==> config.mk <==
export PLATFORM = sky130hd
export DESIGN_NAME = eee_mmd_regs
export DESIGN_NICKNAME = d
export VERILOG_FILES = /design/src/eee_pkg.sv /design/src/eee_mmd_regs.sv
export SDC_FILE = /design/constraint.sdc
export NUM_CORES = 1
export LEC_CHECK = 0
export BUFFER_PORTS_ARGS = -buffer_cell sky130_fd_sc_hd__buf_4
export CORE_AREA = 2 2 119 121
export DETAILED_ROUTE_END_ITERATION = 10
export DIE_AREA = 0 0 121 123
export PLACE_DENSITY = 0.78
export SETUP_SLACK_MARGIN = 0.05
export SYNTH_ARGS = -nofsm -noshare
export SYNTH_HDL_FRONTEND = slang
export SYNTH_SLANG_ARGS = --single-unit
==> constraint.sdc <==
create_clock -name CLK -period 3.55 [get_ports CLK]
set_clock_uncertainty 0.2 [all_clocks]
set_input_delay 0.71 -clock CLK [delete_from_list [all_inputs] [get_ports CLK]]
set_output_delay 0.71 -clock CLK [all_outputs]
set_load 0.03 [all_outputs]
==> src/eee_pkg.sv <==
// shared constants for the eee / time-sync mmd register bank
`default_nettype none
package eee_pkg;
	// ------------------------------------------------------------------
	// management (clause 22) access registers
	// ------------------------------------------------------------------
	localparam logic [4:0]  MGMT_REG_MMD_CTRL = 5'h0D; // access control
	localparam logic [4:0]  MGMT_REG_MMD_DATA = 5'h0E; // address or data
	localparam int          CTRL_FUNC_MSB     = 15;
	localparam int          CTRL_FUNC_LSB     = 14;
	localparam int          CTRL_DEVAD_MSB    = 4;
	localparam logic [1:0]  FUNC_ADDRESS      = 2'h0;
	localparam logic [1:0]  FUNC_DATA         = 2'h1;
	localparam logic [1:0]  FUNC_DATA_INC_RW  = 2'h2;
	localparam logic [1:0]  FUNC_DATA_INC_WR  = 2'h3;

	// ------------------------------------------------------------------
	// mmd device numbers and register numbers
	// ------------------------------------------------------------------
	localparam logic [4:0]  DEV_PMA = 5'h01;
	localparam logic [4:0]  DEV_PCS = 5'h03;
	localparam logic [4:0]  DEV_XS  = 5'h04;
	localparam logic [4:0]  DEV_AN  = 5'h07;
	localparam logic [15:0] REG_STATUS1     = 16'h0001;
	localparam logic [15:0] REG_EEE_CAP     = 16'h0014; // 20
	localparam logic [15:0] REG_WAKE_CNT    = 16'h0016; // 22
	localparam logic [15:0] REG_LOCAL_ADV   = 16'h003C; // 60
	localparam logic [15:0] REG_PARTNER_ADV = 16'h003D; // 61
	localparam logic [15:0] REG_TS_CAP      = 16'h0708; // 1800
	localparam logic [15:0] REG_TS_LAST     = 16'h0710; // 1808

	// ------------------------------------------------------------------
	// field positions and reset values
	// ------------------------------------------------------------------
	localparam int          BIT_LINK       = 2;
	localparam int          BIT_TX_LPI_LH  = 11;
	localparam int          BIT_RX_LPI_LH  = 10;
	localparam int          BIT_TX_LPI_NOW = 9;
	localparam int          BIT_RX_LPI_NOW = 8;
	localparam int          BIT_EEE_1000T  = 2;
	localparam int          BIT_EEE_100TX  = 1;
	localparam int          BIT_TS_TX      = 1;
	localparam int          BIT_TS_RX      = 0;
	localparam logic        LL_RESET       = 1'b0;
	localparam logic        LH_RESET       = 1'b0;
	localparam logic [1:0]  ADV_RESET      = 2'h0;
	localparam logic [15:0] WAKE_RESET     = 16'h0000;
	localparam logic [15:0] WAKE_MAX       = 16'hFFFF;
	localparam logic [15:0] ZERO16         = 16'h0000;
endpackage : eee_pkg
`default_nettype wire

==> src/eee_mmd_regs.sv <==
// eee status and time-sync register bank behind mmd indirect access
`timescale 1ns/1ps
`default_nettype none
module eee_mmd_regs #(
	parameter logic [1:0] PMA_TS_CAP   = 2'h3,
	parameter logic [1:0] PCS_TS_CAP   = 2'h3,
	parameter logic [1:0] XS_TS_CAP    = 2'h3,
	parameter logic       EEE_CAP_1000 = 1'b1,
	parameter logic       EEE_CAP_100  = 1'b1
) (
	input  wire logic        CLK,
	input  wire logic        RSTN,
	input  wire logic        SOFT_RESET,
	input  wire logic [4:0]  MGMT_ADDR,
	input  wire logic [15:0] MGMT_WDATA,
	input  wire logic        MGMT_WR,
	input  wire logic        MGMT_RD,
	output logic      [15:0] MGMT_RDATA,
	output logic             MGMT_RVALID,
	input  wire logic        PMA_LINK_UP,
	input  wire logic        PCS_LINK_UP,
	input  wire logic        TX_LPI_ACTIVE,
	input  wire logic        RX_LPI_ACTIVE,
	input  wire logic        WAKE_FAULT,
	input  wire logic        AN_COMPLETE,
	input  wire logic        PARTNER_ADV_1000T,
	input  wire logic        PARTNER_ADV_100TX,
	input  wire logic [15:0] PMA_TX_DLY_MAX,
	input  wire logic [15:0] PMA_TX_DLY_MIN,
	input  wire logic [15:0] PMA_RX_DLY_MAX,
	input  wire logic [15:0] PMA_RX_DLY_MIN,
	input  wire logic [31:0] PCS_TX_DLY_MAX,
	input  wire logic [31:0] PCS_TX_DLY_MIN,
	input  wire logic [31:0] PCS_RX_DLY_MAX,
	input  wire logic [31:0] PCS_RX_DLY_MIN,
	input  wire logic [15:0] XS_TX_DLY_MAX,
	input  wire logic [15:0] XS_TX_DLY_MIN,
	input  wire logic [15:0] XS_RX_DLY_MAX,
	input  wire logic [15:0] XS_RX_DLY_MIN,
	output logic      [1:0]  LOCAL_EEE_ADV
);
	import eee_pkg::*;

	// ------------------------------------------------------------------
	// state
	// ------------------------------------------------------------------
	logic [1:0]  func_reg;
	logic [4:0]  devad_reg;
	logic [15:0] mmd_addr_reg;
	logic        pma_ll_reg;
	logic        pcs_ll_reg;
	logic        tx_lh_reg;
	logic        rx_lh_reg;
	logic [15:0] wake_cnt_reg;
	logic [1:0]  local_adv_reg;
	logic [1:0]  partner_adv_reg;
	logic [15:0] rdata_reg;
	logic        rvalid_reg;
	logic [15:0] rdata_next;
	logic [15:0] mmd_rdata;

	// ------------------------------------------------------------------
	// access decode
	// ------------------------------------------------------------------
	logic wr_ctrl;
	logic wr_data;
	logic rd_data;
	logic data_mode;
	logic mmd_rd;
	logic mmd_wr;
	logic rd_pma_stat;
	logic rd_pcs_stat;
	logic rd_wake;
	logic wr_local_adv;
	logic wr_partner_adv;
	logic addr_inc;
	logic link_up;
	logic ts_addr;
	logic srst;

	// a read beats a write offered in the same cycle
	assign wr_ctrl   = MGMT_WR && !MGMT_RD && MGMT_ADDR == MGMT_REG_MMD_CTRL;
	assign wr_data   = MGMT_WR && !MGMT_RD && MGMT_ADDR == MGMT_REG_MMD_DATA;
	assign rd_data   = MGMT_RD && MGMT_ADDR == MGMT_REG_MMD_DATA;
	assign data_mode = func_reg != FUNC_ADDRESS;
	assign mmd_rd    = rd_data && data_mode;
	assign mmd_wr    = wr_data && data_mode;
	assign srst      = !RSTN || SOFT_RESET;

	// register selection by device plus register number
	function automatic logic hit(input logic [4:0] dev,
		input logic [15:0] num);
		hit = devad_reg == dev && mmd_addr_reg == num;
	endfunction : hit

	assign rd_pma_stat    = mmd_rd && hit(DEV_PMA, REG_STATUS1);
	assign rd_pcs_stat    = mmd_rd && hit(DEV_PCS, REG_STATUS1);
	assign rd_wake        = mmd_rd && hit(DEV_PCS, REG_WAKE_CNT);
	assign wr_local_adv   = mmd_wr && hit(DEV_AN, REG_LOCAL_ADV);
	assign wr_partner_adv = mmd_wr && hit(DEV_AN, REG_PARTNER_ADV);
	// function 11 steps the address on writes only
	assign addr_inc = (mmd_rd && func_reg == FUNC_DATA_INC_RW) ||
		(mmd_wr && (func_reg == FUNC_DATA_INC_RW ||
		func_reg == FUNC_DATA_INC_WR));
	// both live link indications must be up for delays to be shown
	assign link_up = PMA_LINK_UP && PCS_LINK_UP;
	assign ts_addr = (devad_reg == DEV_PMA || devad_reg == DEV_PCS ||
		devad_reg == DEV_XS) && mmd_addr_reg >= REG_TS_CAP &&
		mmd_addr_reg <= REG_TS_LAST;

	// ------------------------------------------------------------------
	// mmd access control and address pointer
	// ------------------------------------------------------------------
	// control word: function and device number
	always_ff @(posedge CLK) begin
		if (srst) begin
			func_reg  <= FUNC_ADDRESS;
			devad_reg <= 5'h00;
		end else if (wr_ctrl) begin
			func_reg  <= MGMT_WDATA[CTRL_FUNC_MSB:CTRL_FUNC_LSB];
			devad_reg <= MGMT_WDATA[CTRL_DEVAD_MSB:0];
		end
	end

	// one shared pointer; software re-writes it after changing device
	always_ff @(posedge CLK) begin
		if (srst) begin
			mmd_addr_reg <= ZERO16;
		end else if (wr_data && !data_mode) begin
			mmd_addr_reg <= MGMT_WDATA;
		end else if (addr_inc) begin
			mmd_addr_reg <= mmd_addr_reg + 16'h0001;
		end
	end

	// ------------------------------------------------------------------
	// latched status flags
	// ------------------------------------------------------------------
	// a read reloads the live level, so a drop in the read cycle survives
	always_ff @(posedge CLK) begin
		if (srst) begin
			pma_ll_reg <= LL_RESET;
		end else if (rd_pma_stat) begin
			pma_ll_reg <= PMA_LINK_UP;
		end else begin
			pma_ll_reg <= pma_ll_reg && PMA_LINK_UP;
		end
	end

	// pcs link and lpi flags all reload their live levels on a read of pcs status
	always_ff @(posedge CLK) begin
		if (srst) begin
			pcs_ll_reg <= LL_RESET;
			tx_lh_reg  <= LH_RESET;
			rx_lh_reg  <= LH_RESET;
		end else if (rd_pcs_stat) begin
			pcs_ll_reg <= PCS_LINK_UP;
			tx_lh_reg  <= TX_LPI_ACTIVE;
			rx_lh_reg  <= RX_LPI_ACTIVE;
		end else begin
			pcs_ll_reg <= pcs_ll_reg && PCS_LINK_UP;
			tx_lh_reg  <= tx_lh_reg || TX_LPI_ACTIVE;
			rx_lh_reg  <= rx_lh_reg || RX_LPI_ACTIVE;
		end
	end

	// ------------------------------------------------------------------
	// wake fault counter
	// ------------------------------------------------------------------
	// saturates rather than wrapping so a flood is not mistaken for few
	always_ff @(posedge CLK) begin
		if (srst) begin
			wake_cnt_reg <= WAKE_RESET;
		end else if (rd_wake) begin
			wake_cnt_reg <= WAKE_FAULT ? 16'h0001 : WAKE_RESET;
		end else if (WAKE_FAULT && wake_cnt_reg != WAKE_MAX) begin
			wake_cnt_reg <= wake_cnt_reg + 16'h0001;
		end
	end

	// ------------------------------------------------------------------
	// advertisement registers
	// ------------------------------------------------------------------
	// local advert drives the next page engine directly
	always_ff @(posedge CLK) begin
		if (srst) begin
			local_adv_reg <= ADV_RESET;
		end else if (wr_local_adv) begin
			local_adv_reg <= {MGMT_WDATA[BIT_EEE_1000T],
				MGMT_WDATA[BIT_EEE_100TX]};
		end
	end

	// partner advert only moves on autoneg completion, never on writes
	always_ff @(posedge CLK) begin
		if (srst) begin
			partner_adv_reg <= ADV_RESET;
		end else if (AN_COMPLETE) begin
			partner_adv_reg <= {PARTNER_ADV_1000T, PARTNER_ADV_100TX};
		end
	end

	// ------------------------------------------------------------------
	// read multiplexer
	// ------------------------------------------------------------------
	// unmapped mmd locations read zero
	always_comb begin
		mmd_rdata = ZERO16;
		case ({devad_reg, mmd_addr_reg})
			{DEV_PMA, REG_STATUS1}: mmd_rdata[BIT_LINK] = pma_ll_reg;
			{DEV_PCS, REG_STATUS1}: begin
				mmd_rdata[BIT_LINK]       = pcs_ll_reg;
				mmd_rdata[BIT_TX_LPI_LH]  = tx_lh_reg;
				mmd_rdata[BIT_RX_LPI_LH]  = rx_lh_reg;
				mmd_rdata[BIT_TX_LPI_NOW] = TX_LPI_ACTIVE;
				mmd_rdata[BIT_RX_LPI_NOW] = RX_LPI_ACTIVE;
			end
			{DEV_PCS, REG_EEE_CAP}: begin
				mmd_rdata[BIT_EEE_1000T] = EEE_CAP_1000;
				mmd_rdata[BIT_EEE_100TX] = EEE_CAP_100;
			end
			{DEV_PCS, REG_WAKE_CNT}: mmd_rdata = wake_cnt_reg;
			{DEV_AN, REG_LOCAL_ADV}: begin
				mmd_rdata[BIT_EEE_1000T] = local_adv_reg[1];
				mmd_rdata[BIT_EEE_100TX] = local_adv_reg[0];
			end
			{DEV_AN, REG_PARTNER_ADV}: begin
				mmd_rdata[BIT_EEE_1000T] = partner_adv_reg[1];
				mmd_rdata[BIT_EEE_100TX] = partner_adv_reg[0];
			end
			{DEV_PMA, REG_TS_CAP}: begin
				mmd_rdata[BIT_TS_TX] = PMA_TS_CAP[1];
				mmd_rdata[BIT_TS_RX] = PMA_TS_CAP[0];
			end
			{DEV_PMA, 16'h0709}: mmd_rdata = PMA_TX_DLY_MAX;
			{DEV_PMA, 16'h070B}: mmd_rdata = PMA_TX_DLY_MIN;
			{DEV_PMA, 16'h070D}: mmd_rdata = PMA_RX_DLY_MAX;
			{DEV_PMA, 16'h070F}: mmd_rdata = PMA_RX_DLY_MIN;
			{DEV_PCS, REG_TS_CAP}: begin
				mmd_rdata[BIT_TS_TX] = PCS_TS_CAP[1];
				mmd_rdata[BIT_TS_RX] = PCS_TS_CAP[0];
			end
			{DEV_PCS, 16'h0709}: mmd_rdata = PCS_TX_DLY_MAX[15:0];
			{DEV_PCS, 16'h070A}: mmd_rdata = PCS_TX_DLY_MAX[31:16];
			{DEV_PCS, 16'h070B}: mmd_rdata = PCS_TX_DLY_MIN[15:0];
			{DEV_PCS, 16'h070C}: mmd_rdata = PCS_TX_DLY_MIN[31:16];
			{DEV_PCS, 16'h070D}: mmd_rdata = PCS_RX_DLY_MAX[15:0];
			{DEV_PCS, 16'h070E}: mmd_rdata = PCS_RX_DLY_MAX[31:16];
			{DEV_PCS, 16'h070F}: mmd_rdata = PCS_RX_DLY_MIN[15:0];
			{DEV_PCS, 16'h0710}: mmd_rdata = PCS_RX_DLY_MIN[31:16];
			{DEV_XS, REG_TS_CAP}: begin
				mmd_rdata[BIT_TS_TX] = XS_TS_CAP[1];
				mmd_rdata[BIT_TS_RX] = XS_TS_CAP[0];
			end
			{DEV_XS, 16'h0709}: mmd_rdata = XS_TX_DLY_MAX;
			{DEV_XS, 16'h070B}: mmd_rdata = XS_TX_DLY_MIN;
			{DEV_XS, 16'h070D}: mmd_rdata = XS_RX_DLY_MAX;
			{DEV_XS, 16'h070F}: mmd_rdata = XS_RX_DLY_MIN;
			default: mmd_rdata = ZERO16;
		endcase
		if (ts_addr && !link_up) begin
			mmd_rdata = ZERO16;
		end
	end

	// management-level answer: control word, pointer or mmd data
	always_comb begin
		rdata_next = ZERO16;
		if (MGMT_ADDR == MGMT_REG_MMD_CTRL) begin
			rdata_next[CTRL_FUNC_MSB:CTRL_FUNC_LSB] = func_reg;
			rdata_next[CTRL_DEVAD_MSB:0]            = devad_reg;
		end else if (MGMT_ADDR == MGMT_REG_MMD_DATA) begin
			rdata_next = data_mode ? mmd_rdata : mmd_addr_reg;
		end
	end

	// read data is captured one cycle after the strobe
	always_ff @(posedge CLK) begin
		if (!RSTN) begin
			rdata_reg  <= ZERO16;
			rvalid_reg <= 1'b0;
		end else begin
			rvalid_reg <= MGMT_RD;
			if (MGMT_RD) begin
				rdata_reg <= rdata_next;
			end
		end
	end

	assign MGMT_RDATA    = rdata_reg;
	assign MGMT_RVALID   = rvalid_reg;
	assign LOCAL_EEE_ADV = local_adv_reg;
endmodule : eee_mmd_regs
`default_nettype wire

# After elaboration in Yosys (flattened, before gate mapping)
# Cells that the tools add are included.
[op_classes]
eq_ne = 37
mux = 21
n_addsub = 2
reduce_logical = 40
order_cmp = 2
[ops]
columns = ["cell", "count"]
rows = [
  ["$eq 21x18->1 const B", 12],
  ["$eq 21x19->1 const B", 7],
  ["$eq 21x17->1 const B", 6],
  ["$mux 16", 7],
  ["$pmux 5 s17", 1],
  ["$pmux 4 s18", 1],
  ["$pmux 4 s17", 1],
  ["$add 16x1->16 const B", 2],
  ["$logic_and 1x1->1", 24],
  ["$pmux 1 s22", 1],
  ["$pmux 1 s20", 1],
  ["$pmux 1 s18", 1],
  ["$eq 16x1->1 const B", 1],
  ["$eq 16x5->1 const B", 1],
  ["$eq 16x6->1 const B", 1],
  ["$ge 16x11->1 const B", 1],
  ["$le 16x11->1 const B", 1],
  ["$ne 16x16->1 const B", 1],
  ["$eq 5x3->1 const B", 2],
  ["$eq 5x4->1 const B", 2],
  ["$mux 9", 1],
  ["$logic_or 1x1->1", 7],
  ["$reduce_bool 2->1", 3],
  ["$eq 5x1->1 const B", 1],
  ["8 further kinds", 16],
]
[totals]
ff_bits = 64
out_inout_bits = 19
word_cells = 114

# Logic depth before layout (Yosys ltp)
# Gate-level depths: netlist (run 1).
[depth]
word_depth = 10
ltp_mapped = 11
ltp_nobuf = 9

# Worst setup path before layout (run 1)
# No wires, ideal clock.
[synth_timing]
path_kind = "input port to flip-flop"
startpoint = "input MGMT_RD"
endpoint = "register mmd_addr_reg[15]"
t_arrival_ns = 2.500
setup_slack_ns = 0.759
n_path_buf = 1
setup_ns = 0.091
path_stages = 7
path_cell_list = "buf_2 > nand2b_1 > a2111o_1 > nor4_2 > nand2_1 > or3_1 > a311oi_1"
[synth_between]
elab_chain_len = 7
elab_cells_between_ends = 12
[synth_rtl]
columns = ["element", "line", "source"]
rows = [
  ["from (decl)", "eee_mmd_regs.sv:17", "input wire logic MGMT_RD,"],
  ["$logic_not 1->1", "eee_mmd_regs.sv:83", "assign wr_data = MGMT_WR && !MGMT_RD && MGMT_ADDR == MGMT_REG_MMD_DATA;"],
  ["$logic_and 1x1->1 (2 in series)", "eee_mmd_regs.sv:83", ""],
  ["$logic_and 1x1->1", "eee_mmd_regs.sv:87", "assign mmd_wr = wr_data && data_mode;"],
  ["$logic_and 1x1->1", "eee_mmd_regs.sv:103", "(mmd_wr && (func_reg == FUNC_DATA_INC_RW ||"],
  ["$logic_or 1x1->1", "eee_mmd_regs.sv:102", "assign addr_inc = (mmd_rd && func_reg == FUNC_DATA_INC_RW) ||"],
  ["$reduce_bool 2->1 (no line)", "--", ""],
  ["to (signal assigned)", "eee_mmd_regs.sv:132", "mmd_addr_reg <= mmd_addr_reg + 16'h0001;"],
  ["to (decl)", "eee_mmd_regs.sv:49", "logic [15:0] mmd_addr_reg;"],
]
# Parallel ways exist; a longest one is shown, timed or not.
# A chain may end at the register's enable or synchronous reset.

# Worst setup path after layout (run 1)
[layout_timing]
startpoint = "register mmd_addr_reg[1]"
endpoint = "register rdata_reg[7], in the netlist MGMT_RDATA[7]"
[layout_between]
elab_chain_len = 8
elab_cells_between_ends = 27
[layout_rtl]
columns = ["element", "line", "source"]
rows = [
  ["$ge 16x11->1", "eee_mmd_regs.sv:108", "devad_reg == DEV_XS) && mmd_addr_reg >= REG_TS_CAP &&"],
  ["$logic_and 1x1->1 (2 in series)", "eee_mmd_regs.sv:108", ""],
  ["$logic_and 1x1->1", "eee_mmd_regs.sv:261", "if (ts_addr && !link_up) begin"],
  ["$mux 16 (*)", "eee_mmd_regs.sv:261", ""],
  ["$mux 16 (*)", "eee_mmd_regs.sv:273", "rdata_next = data_mode ? mmd_rdata : mmd_addr_reg;"],
  ["$mux 16 (*)", "eee_mmd_regs.sv:272", "end else if (MGMT_ADDR == MGMT_REG_MMD_DATA) begin"],
  ["$mux 9 (*)", "eee_mmd_regs.sv:269", "if (MGMT_ADDR == MGMT_REG_MMD_CTRL) begin"],
  ["to (signal assigned)", "eee_mmd_regs.sv:285", "rdata_reg <= rdata_next;"],
  ["to (decl)", "eee_mmd_regs.sv:57", "logic [15:0] rdata_reg;"],
]
# Mark *: on every way between the ends. The rest lies on a longest branch, timed or not.

==> results of run 1 <==
[worst reg2reg max path, cell delays in order (launching register included)]
cell and delay, ps:
dfxtp_1 490, inv_1 150, ha_1 370, and4_1 280, buf_4 190, a32o_1 250
a2111oi_0 590, nand4_1 300, a31oi_1 240, nor2_1 70
[stage by stage]
step           total power, W   util
4_1_cts               0.00206  0.645
5_1_grt               0.00212  0.645
6_report              0.00208  0.645
3_5_place_dp          0.00110  0.621
2_1_floorplan        0.000792      -
3_3_place_gp          0.00111  0.621
[per-layer routing]
metal | up-vias | wire, um | track usage
li1 | 3637 | - | -
met1 | 4037 | 13000 | 0.582
met2 | 817 | 15400 | 0.722
met3 | 173 | 5860 | 0.188
met4 | 0 | 2350 | 0.240
met5 | - | 0 | 0
[layout make-up]
type | count | area, um^2 | area share
diodes | 3 | 7.51 | 0.000855
clock buffers | 12 | 256 | 0.0292
clock inverters | 3 | 65.1 | 0.00741
inverters | 12 | 45.0 | 0.00513
multi-input cells | 638 | 4250 | 0.483
flip-flops and latches | 64 | 1280 | 0.146
well taps | 180 | 225 | 0.0256
repair buffers | 354 | 2660 | 0.303
[cell families (layout without fill, tap and decap cells)]
kind of cell	Yosys count	count (layout)	synth area share
other	0	3	0
XOR/XNOR	26	26	0.0388
buffers and inverters	70	381	0.0580
AO/OA/AOI/OAI	219	219	0.284
AND/OR/NAND/NOR	370	370	0.359
adder cells (fa/ha/maj)	5	5	0.0107
flip-flops	64	64	0.219
multiplexers	18	18	0.0309
[how the worst max path moves through the flow]
stage,start,end,cells past startpoint
after global routing,mmd_addr_reg[1]$_SDFFE_PP0P_,MGMT_RDATA[7]$_SDFFE_PN0P_,9
final,mmd_addr_reg[1]$_SDFFE_PP0P_,MGMT_RDATA[7]$_SDFFE_PN0P_,9
after CTS,mmd_addr_reg[1]$_SDFFE_PP0P_,MGMT_RDATA[7]$_SDFFE_PN0P_,9
after global placement,mmd_addr_reg[1]$_SDFFE_PP0P_,MGMT_RDATA[7]$_SDFFE_PN0P_,9
after floorplan,MGMT_RD,mmd_addr_reg[15]$_SDFFE_PP0P_,7
after detailed placement,mmd_addr_reg[1]$_SDFFE_PP0P_,MGMT_RDATA[7]$_SDFFE_PN0P_,9
[power groups by stage]
stage	Clock, W	Combinational [W]	Sequential [W]
floorplan	0	0.0000430	0.000749
global placement	0	0.000362	0.000747
detailed placement	0	0.000358	0.000747
CTS	0.000969	0.000359	0.000732
global route	0.00101	0.000379	0.000732
finish	0.000972	0.000373	0.000733
[Yosys cell counts, drive strengths merged, types with 8 or more instances]
cell type / n
nor2: 83
a22oi: 65
dfxtp: 64
nand2: 50
nand3: 46
and3: 37
buf: 29
clkbuf: 29
nand4: 29
a21oi: 28
nor3: 24
a222oi: 22
and2: 19
o21ai: 19
mux2i: 17
nor2b: 16
nor4: 16
xor2: 16
a211oi: 14
and4: 11
inv: 11
a221oi: 10
xnor2: 10
or3: 9
a21o: 8
a31oi: 8
nand2b: 8
==> run metrics, run 1 <==
total gr overflow=0; Die ar.=around 0.015 mm^2; async set-reset flop share out of synthesis=0; vias in the first global route=8094; worst skew pair latency=330 ps; minimum clock period=around 3200 ps; hold_ws=between 300 and 400 ps; clock power share=0.468; Die Span Y=about 120 um; Tightest Pin Transition=893 ps; Routability Congestion=1.18; Tot GR Track Use=0.475; FP Rows=43; area delta synth->final=49.8%; fin. max-slew vios=0; # fillers=1234; DP Wirelength=29800 um; clock slew seen by the registers of the worst setup and hold paths=50 ps; final worst path period share=0.910; cell accounting for the most synthesized area=dfxtp_1; layout cells sized above 1=0.370; leading cell types in the layout, fill and taps excluded=buf_4, nor2_1, a22oi_1, dfxtp_1, nand2_1; cell internal pwr=0.00160 W; Post-Syn Area=0.00586 mm^2; cell total after placement=1248; commonest non-fill, non-tap cell in the layout=buf_4; Post-CTS Setup Bufs=0; HP Start=pcs_ll_reg$_SDFF_PP0_; Post-Synthesis Cells=approximately 770; fin cells=1266; unrepaired setup endpoints after global routing=false; syn_area_per_cell=7.59 um^2; critical path class=reg -> reg; Switching Share=0.232; flop2flop setup slack=320 ps; area of placed instances=around 0.0085 mm^2; Initial Util=0.431; Routed Antenna Nets=0; Final Hold Vio Count=0; first-pass GRT wire length=51100 um; Static Leakage=3.74 nW; Hold WC Path Type=reg -> reg; WL final=36500 um; Worst Path Buf+Inv=2; sw power=0.000482 W; status=completed; hold-fix buffers at CTS=0; synth unique cells=75; CP startpoint kind=flop; Clock Path Buffers=2; antenna violations before repair=2; largest net degree at the start of global routing=34; number of CTS-inserted buffers=9; Seq/Total Area, Yosys=0.219; Setup WS pre-CTS=between 400 and 500 ps; worst r2r dst=MGMT_RDATA[7]$_SDFFE_PN0P_; Main synth FF type=dfxtp_1; drt wl/cell=28.9 um; hold depth=2; final worst setup slack=about 320 ps; via count=8664; core area=0.0136 mm^2; logic gate share of total power=0.180; cells along the critical path=inv_1 -> ha_1 -> and4_1 -> buf_4 -> a32o_1 -> a2111oi_0 -> nand4_1 -> a31oi_1 -> nor2_1; worst vdd ir=0.300 mV; Mapped Nets=1067; Yosys top cell area share=0.219; Root Buffer=clkbuf_16; Max-cap violations=0; vias per cell=6.84; Hold EP=pcs_ll_reg$_SDFF_PP0_; Crit path largest cell delay=590 ps; Seq pwr share=0.353; Buffers on Ports=308; final setup vio count=0; path depth of the worst reg2reg path=9; FF+latch count, synth=64; DRC violations left=0; clock sinks=64; worst endpoint data arrival time=3250 ps; total number of yosys warnings=0; Max Clk Rate=about 310 MHz; I/O pin count=309; Worst setup EP type=flop; First-pass DRT Iterations=7; Post-CTS Resized=0; PD cells=237 mW/mm^2; Slew headroom=0.402; number of synthesized flops with an enable pin=0; required time at the worst-slack endpoint=3570 ps; largest cells by area after synthesis=dfxtp_1, a22oi_1, nor2_1; Nets=1374; initial DRC count=between 1k and 1.5k; Die X=roughly 120 um; CTS tree=built; post-route cell area=between 0.008 and 0.009 mm^2; slowest library cell on the worst path=a2111oi_0; peak fanout along the critical path=9; Worst path top cell family by delay=compound AO/OA/AOI/OAI gates; Setup TNS=0 ps; R2R Path Start=mmd_addr_reg[1]$_SDFFE_PP0P_; H-tree Lvls=3
Power figures use the tool's default switching activity.
==> run 2: changes to the inputs <==
Settings changed: ABC_AREA set to 1, CORE_AREA 2 2 119 121 to unset, CORE_MARGIN set to 2, CORE_UTILIZATION set to 49, DIE_AREA 0 0 121 123 to unset, MAX_ROUTING_LAYER set to met4, PLACE_DENSITY 0.78 to 0.84.
==> run 2 against run 1 <==
Net effect:
- sequential share of layout area decreased by 1.1 points
- via count increased by 16%
- critical path type unchanged
- area after synthesis increased by 17%
- highest routed layer unchanged
- largest cell class unchanged
- sequential power decreased by 0.8%
==> run metrics, run 2 <==
total gr overflow=0 (unchanged); initial DRC count=1579 (was 1395); Hold WC Path Type=reg -> reg (unchanged); hold-fix buffers at CTS=0 (unchanged); worst r2r dst=MGMT_RDATA[0]$_SDFFE_PN0P_ (was MGMT_RDATA[7]$_SDFFE_PN0P_); DP Wirelength=26200 um (was 29800 um); path depth of the worst reg2reg path=17 (was 9); First-pass DRT Iterations=6 (was 7); final worst setup slack=472 ps (was 321 ps); first-pass GRT wire length=49500 um (was 51100 um); async set-reset flop share out of synthesis=0 (unchanged); Routability Congestion=1.06 (was 1.18); syn_area_per_cell=5.61 um^2 (was 7.59 um^2); worst endpoint data arrival time=3110 ps (was 3250 ps); global-route met3 utilization=0.0901 (was 0.188); register area=0.00128 mm^2 (unchanged); hold depth=2 (unchanged); FP Rows=43 (unchanged); Setup WS pre-CTS=565 ps (was 476 ps); Post-Syn Area=0.00687 mm^2 (was 0.00586 mm^2); WL final=33300 um (was 36500 um); layout cells sized above 1=0.269 (was 0.370); Die ar.=0.0150 mm^2 (was 0.0149 mm^2); most used routing layer=met2 (unchanged); commonest cells in the netlist=nand2_1, nor2_1, nand3_1 (was nor2_1, a22oi_1, dfxtp_1); CTS tree=built (unchanged); Yosys top cell area share=0.194 (was 0.219); required time at the worst-slack endpoint=3580 ps (was 3570 ps); status=completed (unchanged); critical path class=reg -> reg (unchanged); Mapped Nets=1520 (was 1067); peak fanout along the critical path=23 (was 9); total number of yosys warnings=0 (unchanged); Die X=122 um (was 121 um); commonest non-fill, non-tap cell in the layout=nand2_1 (was buf_4); Worst setup EP type=flop (unchanged); via count=10.0k (was 8664); GR Util met2=0.651 (was 0.722); unrepaired setup endpoints after global routing=false (unchanged); antenna violations before repair=0 (was 2); largest cells by area after synthesis=nand2_1, dfxtp_1, nand4_1 (was dfxtp_1, a22oi_1, nor2_1); most common cell in the netlist=nand2_1 (was nor2_1); Static Leakage=4.71 nW (was 3.74 nW); FF+latch count, synth=64 (unchanged); Buffers on Ports=308 (unchanged); Clock Path Buffers=2 (unchanged); worst vdd ir=0.299 mV (was 0.300 mV); crit path capture=MGMT_RDATA[0]$_SDFFE_PN0P_ (was MGMT_RDATA[7]$_SDFFE_PN0P_); drt wl/cell=19.7 um (was 28.9 um); Post-Synthesis Cells=1225 (was 772); Post-CTS Resized=0 (unchanged); Main synth FF type=dfxtp_1 (unchanged); PD cells=200 mW/mm^2 (was 237 mW/mm^2); clock sinks=64 (unchanged); clock slew seen by the registers of the worst setup and hold paths=60 ps (was 50 ps); vias per cell=5.95 (was 6.84); Tot GR Track Use=0.443 (was 0.475); number of synthesized flops with an enable pin=0 (unchanged); Nets=1799 (was 1374); H-tree Lvls=3 (unchanged); cell accounting for the most synthesized area=nand2_1 (was dfxtp_1); Initial Util=0.499 (was 0.431); Multi-input gate area=0.00478 mm^2 (was 0.00425 mm^2); CP startpoint kind=flop (unchanged); Max-cap violations=0 (unchanged); HP Start=MGMT_RDATA[5]$_SDFFE_PN0P_ (was pcs_ll_reg$_SDFF_PP0_); final setup vio count=0 (unchanged); synth unique cells=46 (was 75); flop2flop setup slack=470 ps (was 320 ps); Final Hold Vio Count=0 (unchanged); final worst path period share=0.867 (was 0.910); Seq/Total Area, Yosys=0.186 (was 0.219); Design Power=0.00190 W (was 0.00208 W); Setup TNS=0 ps (unchanged); area delta synth->final=38.5% (was 49.8%); Crit. Startpoint=mmd_addr_reg[1]$_SDFFE_PP0P_ (unchanged); R2R Path Start=mmd_addr_reg[1]$_SDFFE_PP0P_ (unchanged); Post-CTS Setup Bufs=0 (unchanged); Die Span Y=122 um (was 123 um); Tightest Pin Transition=899 ps (was 893 ps); core area=0.0138 mm^2 (was 0.0136 mm^2); vias in the first global route=8967 (was 8094); M1 GR Usage=0.573 (was 0.582); # fillers=1345 (was 1234); Slew headroom=0.401 (was 0.402); Root Buffer=clkbuf_16 (unchanged); worst skew pair latency=340 ps (was 330 ps); number of CTS-inserted buffers=9 (unchanged); fin cells=1689 (was 1266); fin. max-slew vios=0 (unchanged); hold_ws=275 ps (was 317 ps); Routed Antenna Nets=0 (unchanged); Max Clk Rate=325 MHz (was 310 MHz); largest net degree at the start of global routing=67 (was 34); I/O pin count=309 (unchanged); cell total after placement=1673 (was 1248); antenna diode count=0 (was 3); minimum clock period=3080 ps (was 3230 ps); DRC violations left=0 (unchanged); leading cell types in the layout, fill and taps excluded=nand2_1, buf_4, nor2_1, nand3_1, nand4_1 (was buf_4, nor2_1, a22oi_1, dfxtp_1, nand2_1)
-- run 2: changes by cell type after synthesis, moves of 19 or more --
cell      delta
nand2_1    +305
inv_1       +95
nand3_1     +93
nand4_1     +85
nor2_1      +79
a22oi_1     -65
and3_1      -35
o21ai_0     +33
a21oi_1     +25
a222oi_1    -22
buf_4       +19
-- run 2: cells by family (layout without fill, tap and decap cells) --
group                    Yosys count  in the layout  share of synthesized area
flip-flops                        64             64                      0.186
AND/OR/NAND/NOR                  830            830                      0.562
AO/OA/AOI/OAI                    142            142                      0.120
adder cells (fa/ha/maj)            5              5                    0.00911
XOR/XNOR                           3              3                    0.00383
buffers and inverters            181            465                      0.118
-- run 2: worst min-delay path by stage --
stage	end
after floorplan	partner_adv_reg[1]$_SDFFE_PP0P_
after global placement	pma_ll_reg$_SDFF_PP0_
after detailed placement	pma_ll_reg$_SDFF_PP0_
after CTS	MGMT_RDATA[5]$_SDFFE_PN0P_
after global routing	MGMT_RDATA[10]$_SDFFE_PN0P_
final	MGMT_RDATA[5]$_SDFFE_PN0P_
-- run 2: cell type report --
| type | instances | area share |
|---|---|---|
| Clock buffer | 10 | 0.0251 |
| Tap cell | 180 | 0.0237 |
| Clock inverter | 6 | 0.00460 |
| Multi-Input combinational cell | 980 | 0.502 |
| Sequential cell | 64 | 0.135 |
| Timing Repair Buffer | 329 | 0.262 |
| Inverter | 120 | 0.0473 |
-- run 2: layer usage --
| layer | part of all wire | vias to the layer above |
|---|---|---|
| li1 | - | 4673 |
| met1 | 0.37 | 4434 |
| met2 | 0.44 | 785 |
| met3 | 0.13 | 153 |
| met4 | 0.060 | 0 |
| met5 | 0 | - |
-- run 2: where the power goes --
| group | leakage [nW] | switching, W | internal (W) |
|---|---|---|---|
| Combinational | 4.06 | 0.000115 | 0.000215 |
| Clock | 0.139 | 0.000353 | 0.000494 |
| Sequential | 0.517 | 0.00000393 | 0.000724 |
-- run 2: critical path, stage by stage, from the launching register on --
cell      delay [ps]
dfxtp_1          480
inv_1            130
ha_1             240
nand3_1          160
nor2_2            70
buf_4            250
nand3_1          150
clkinv_1         390
nand2_1          180
nand2_1           80
nor2_1           110
nand2_1           60
nor2_1            80
nand2_1           50
nand2_1           50
nand2_1           60
a21oi_1          160
nor2_1            60
-- run 2: through the flow --
stage               area, um^2   util
finish                    9520  0.691
global route              9520  0.691
detailed placement        9230  0.670
CTS                       9520  0.691
global placement          9230  0.670
floorplan                 6870      -
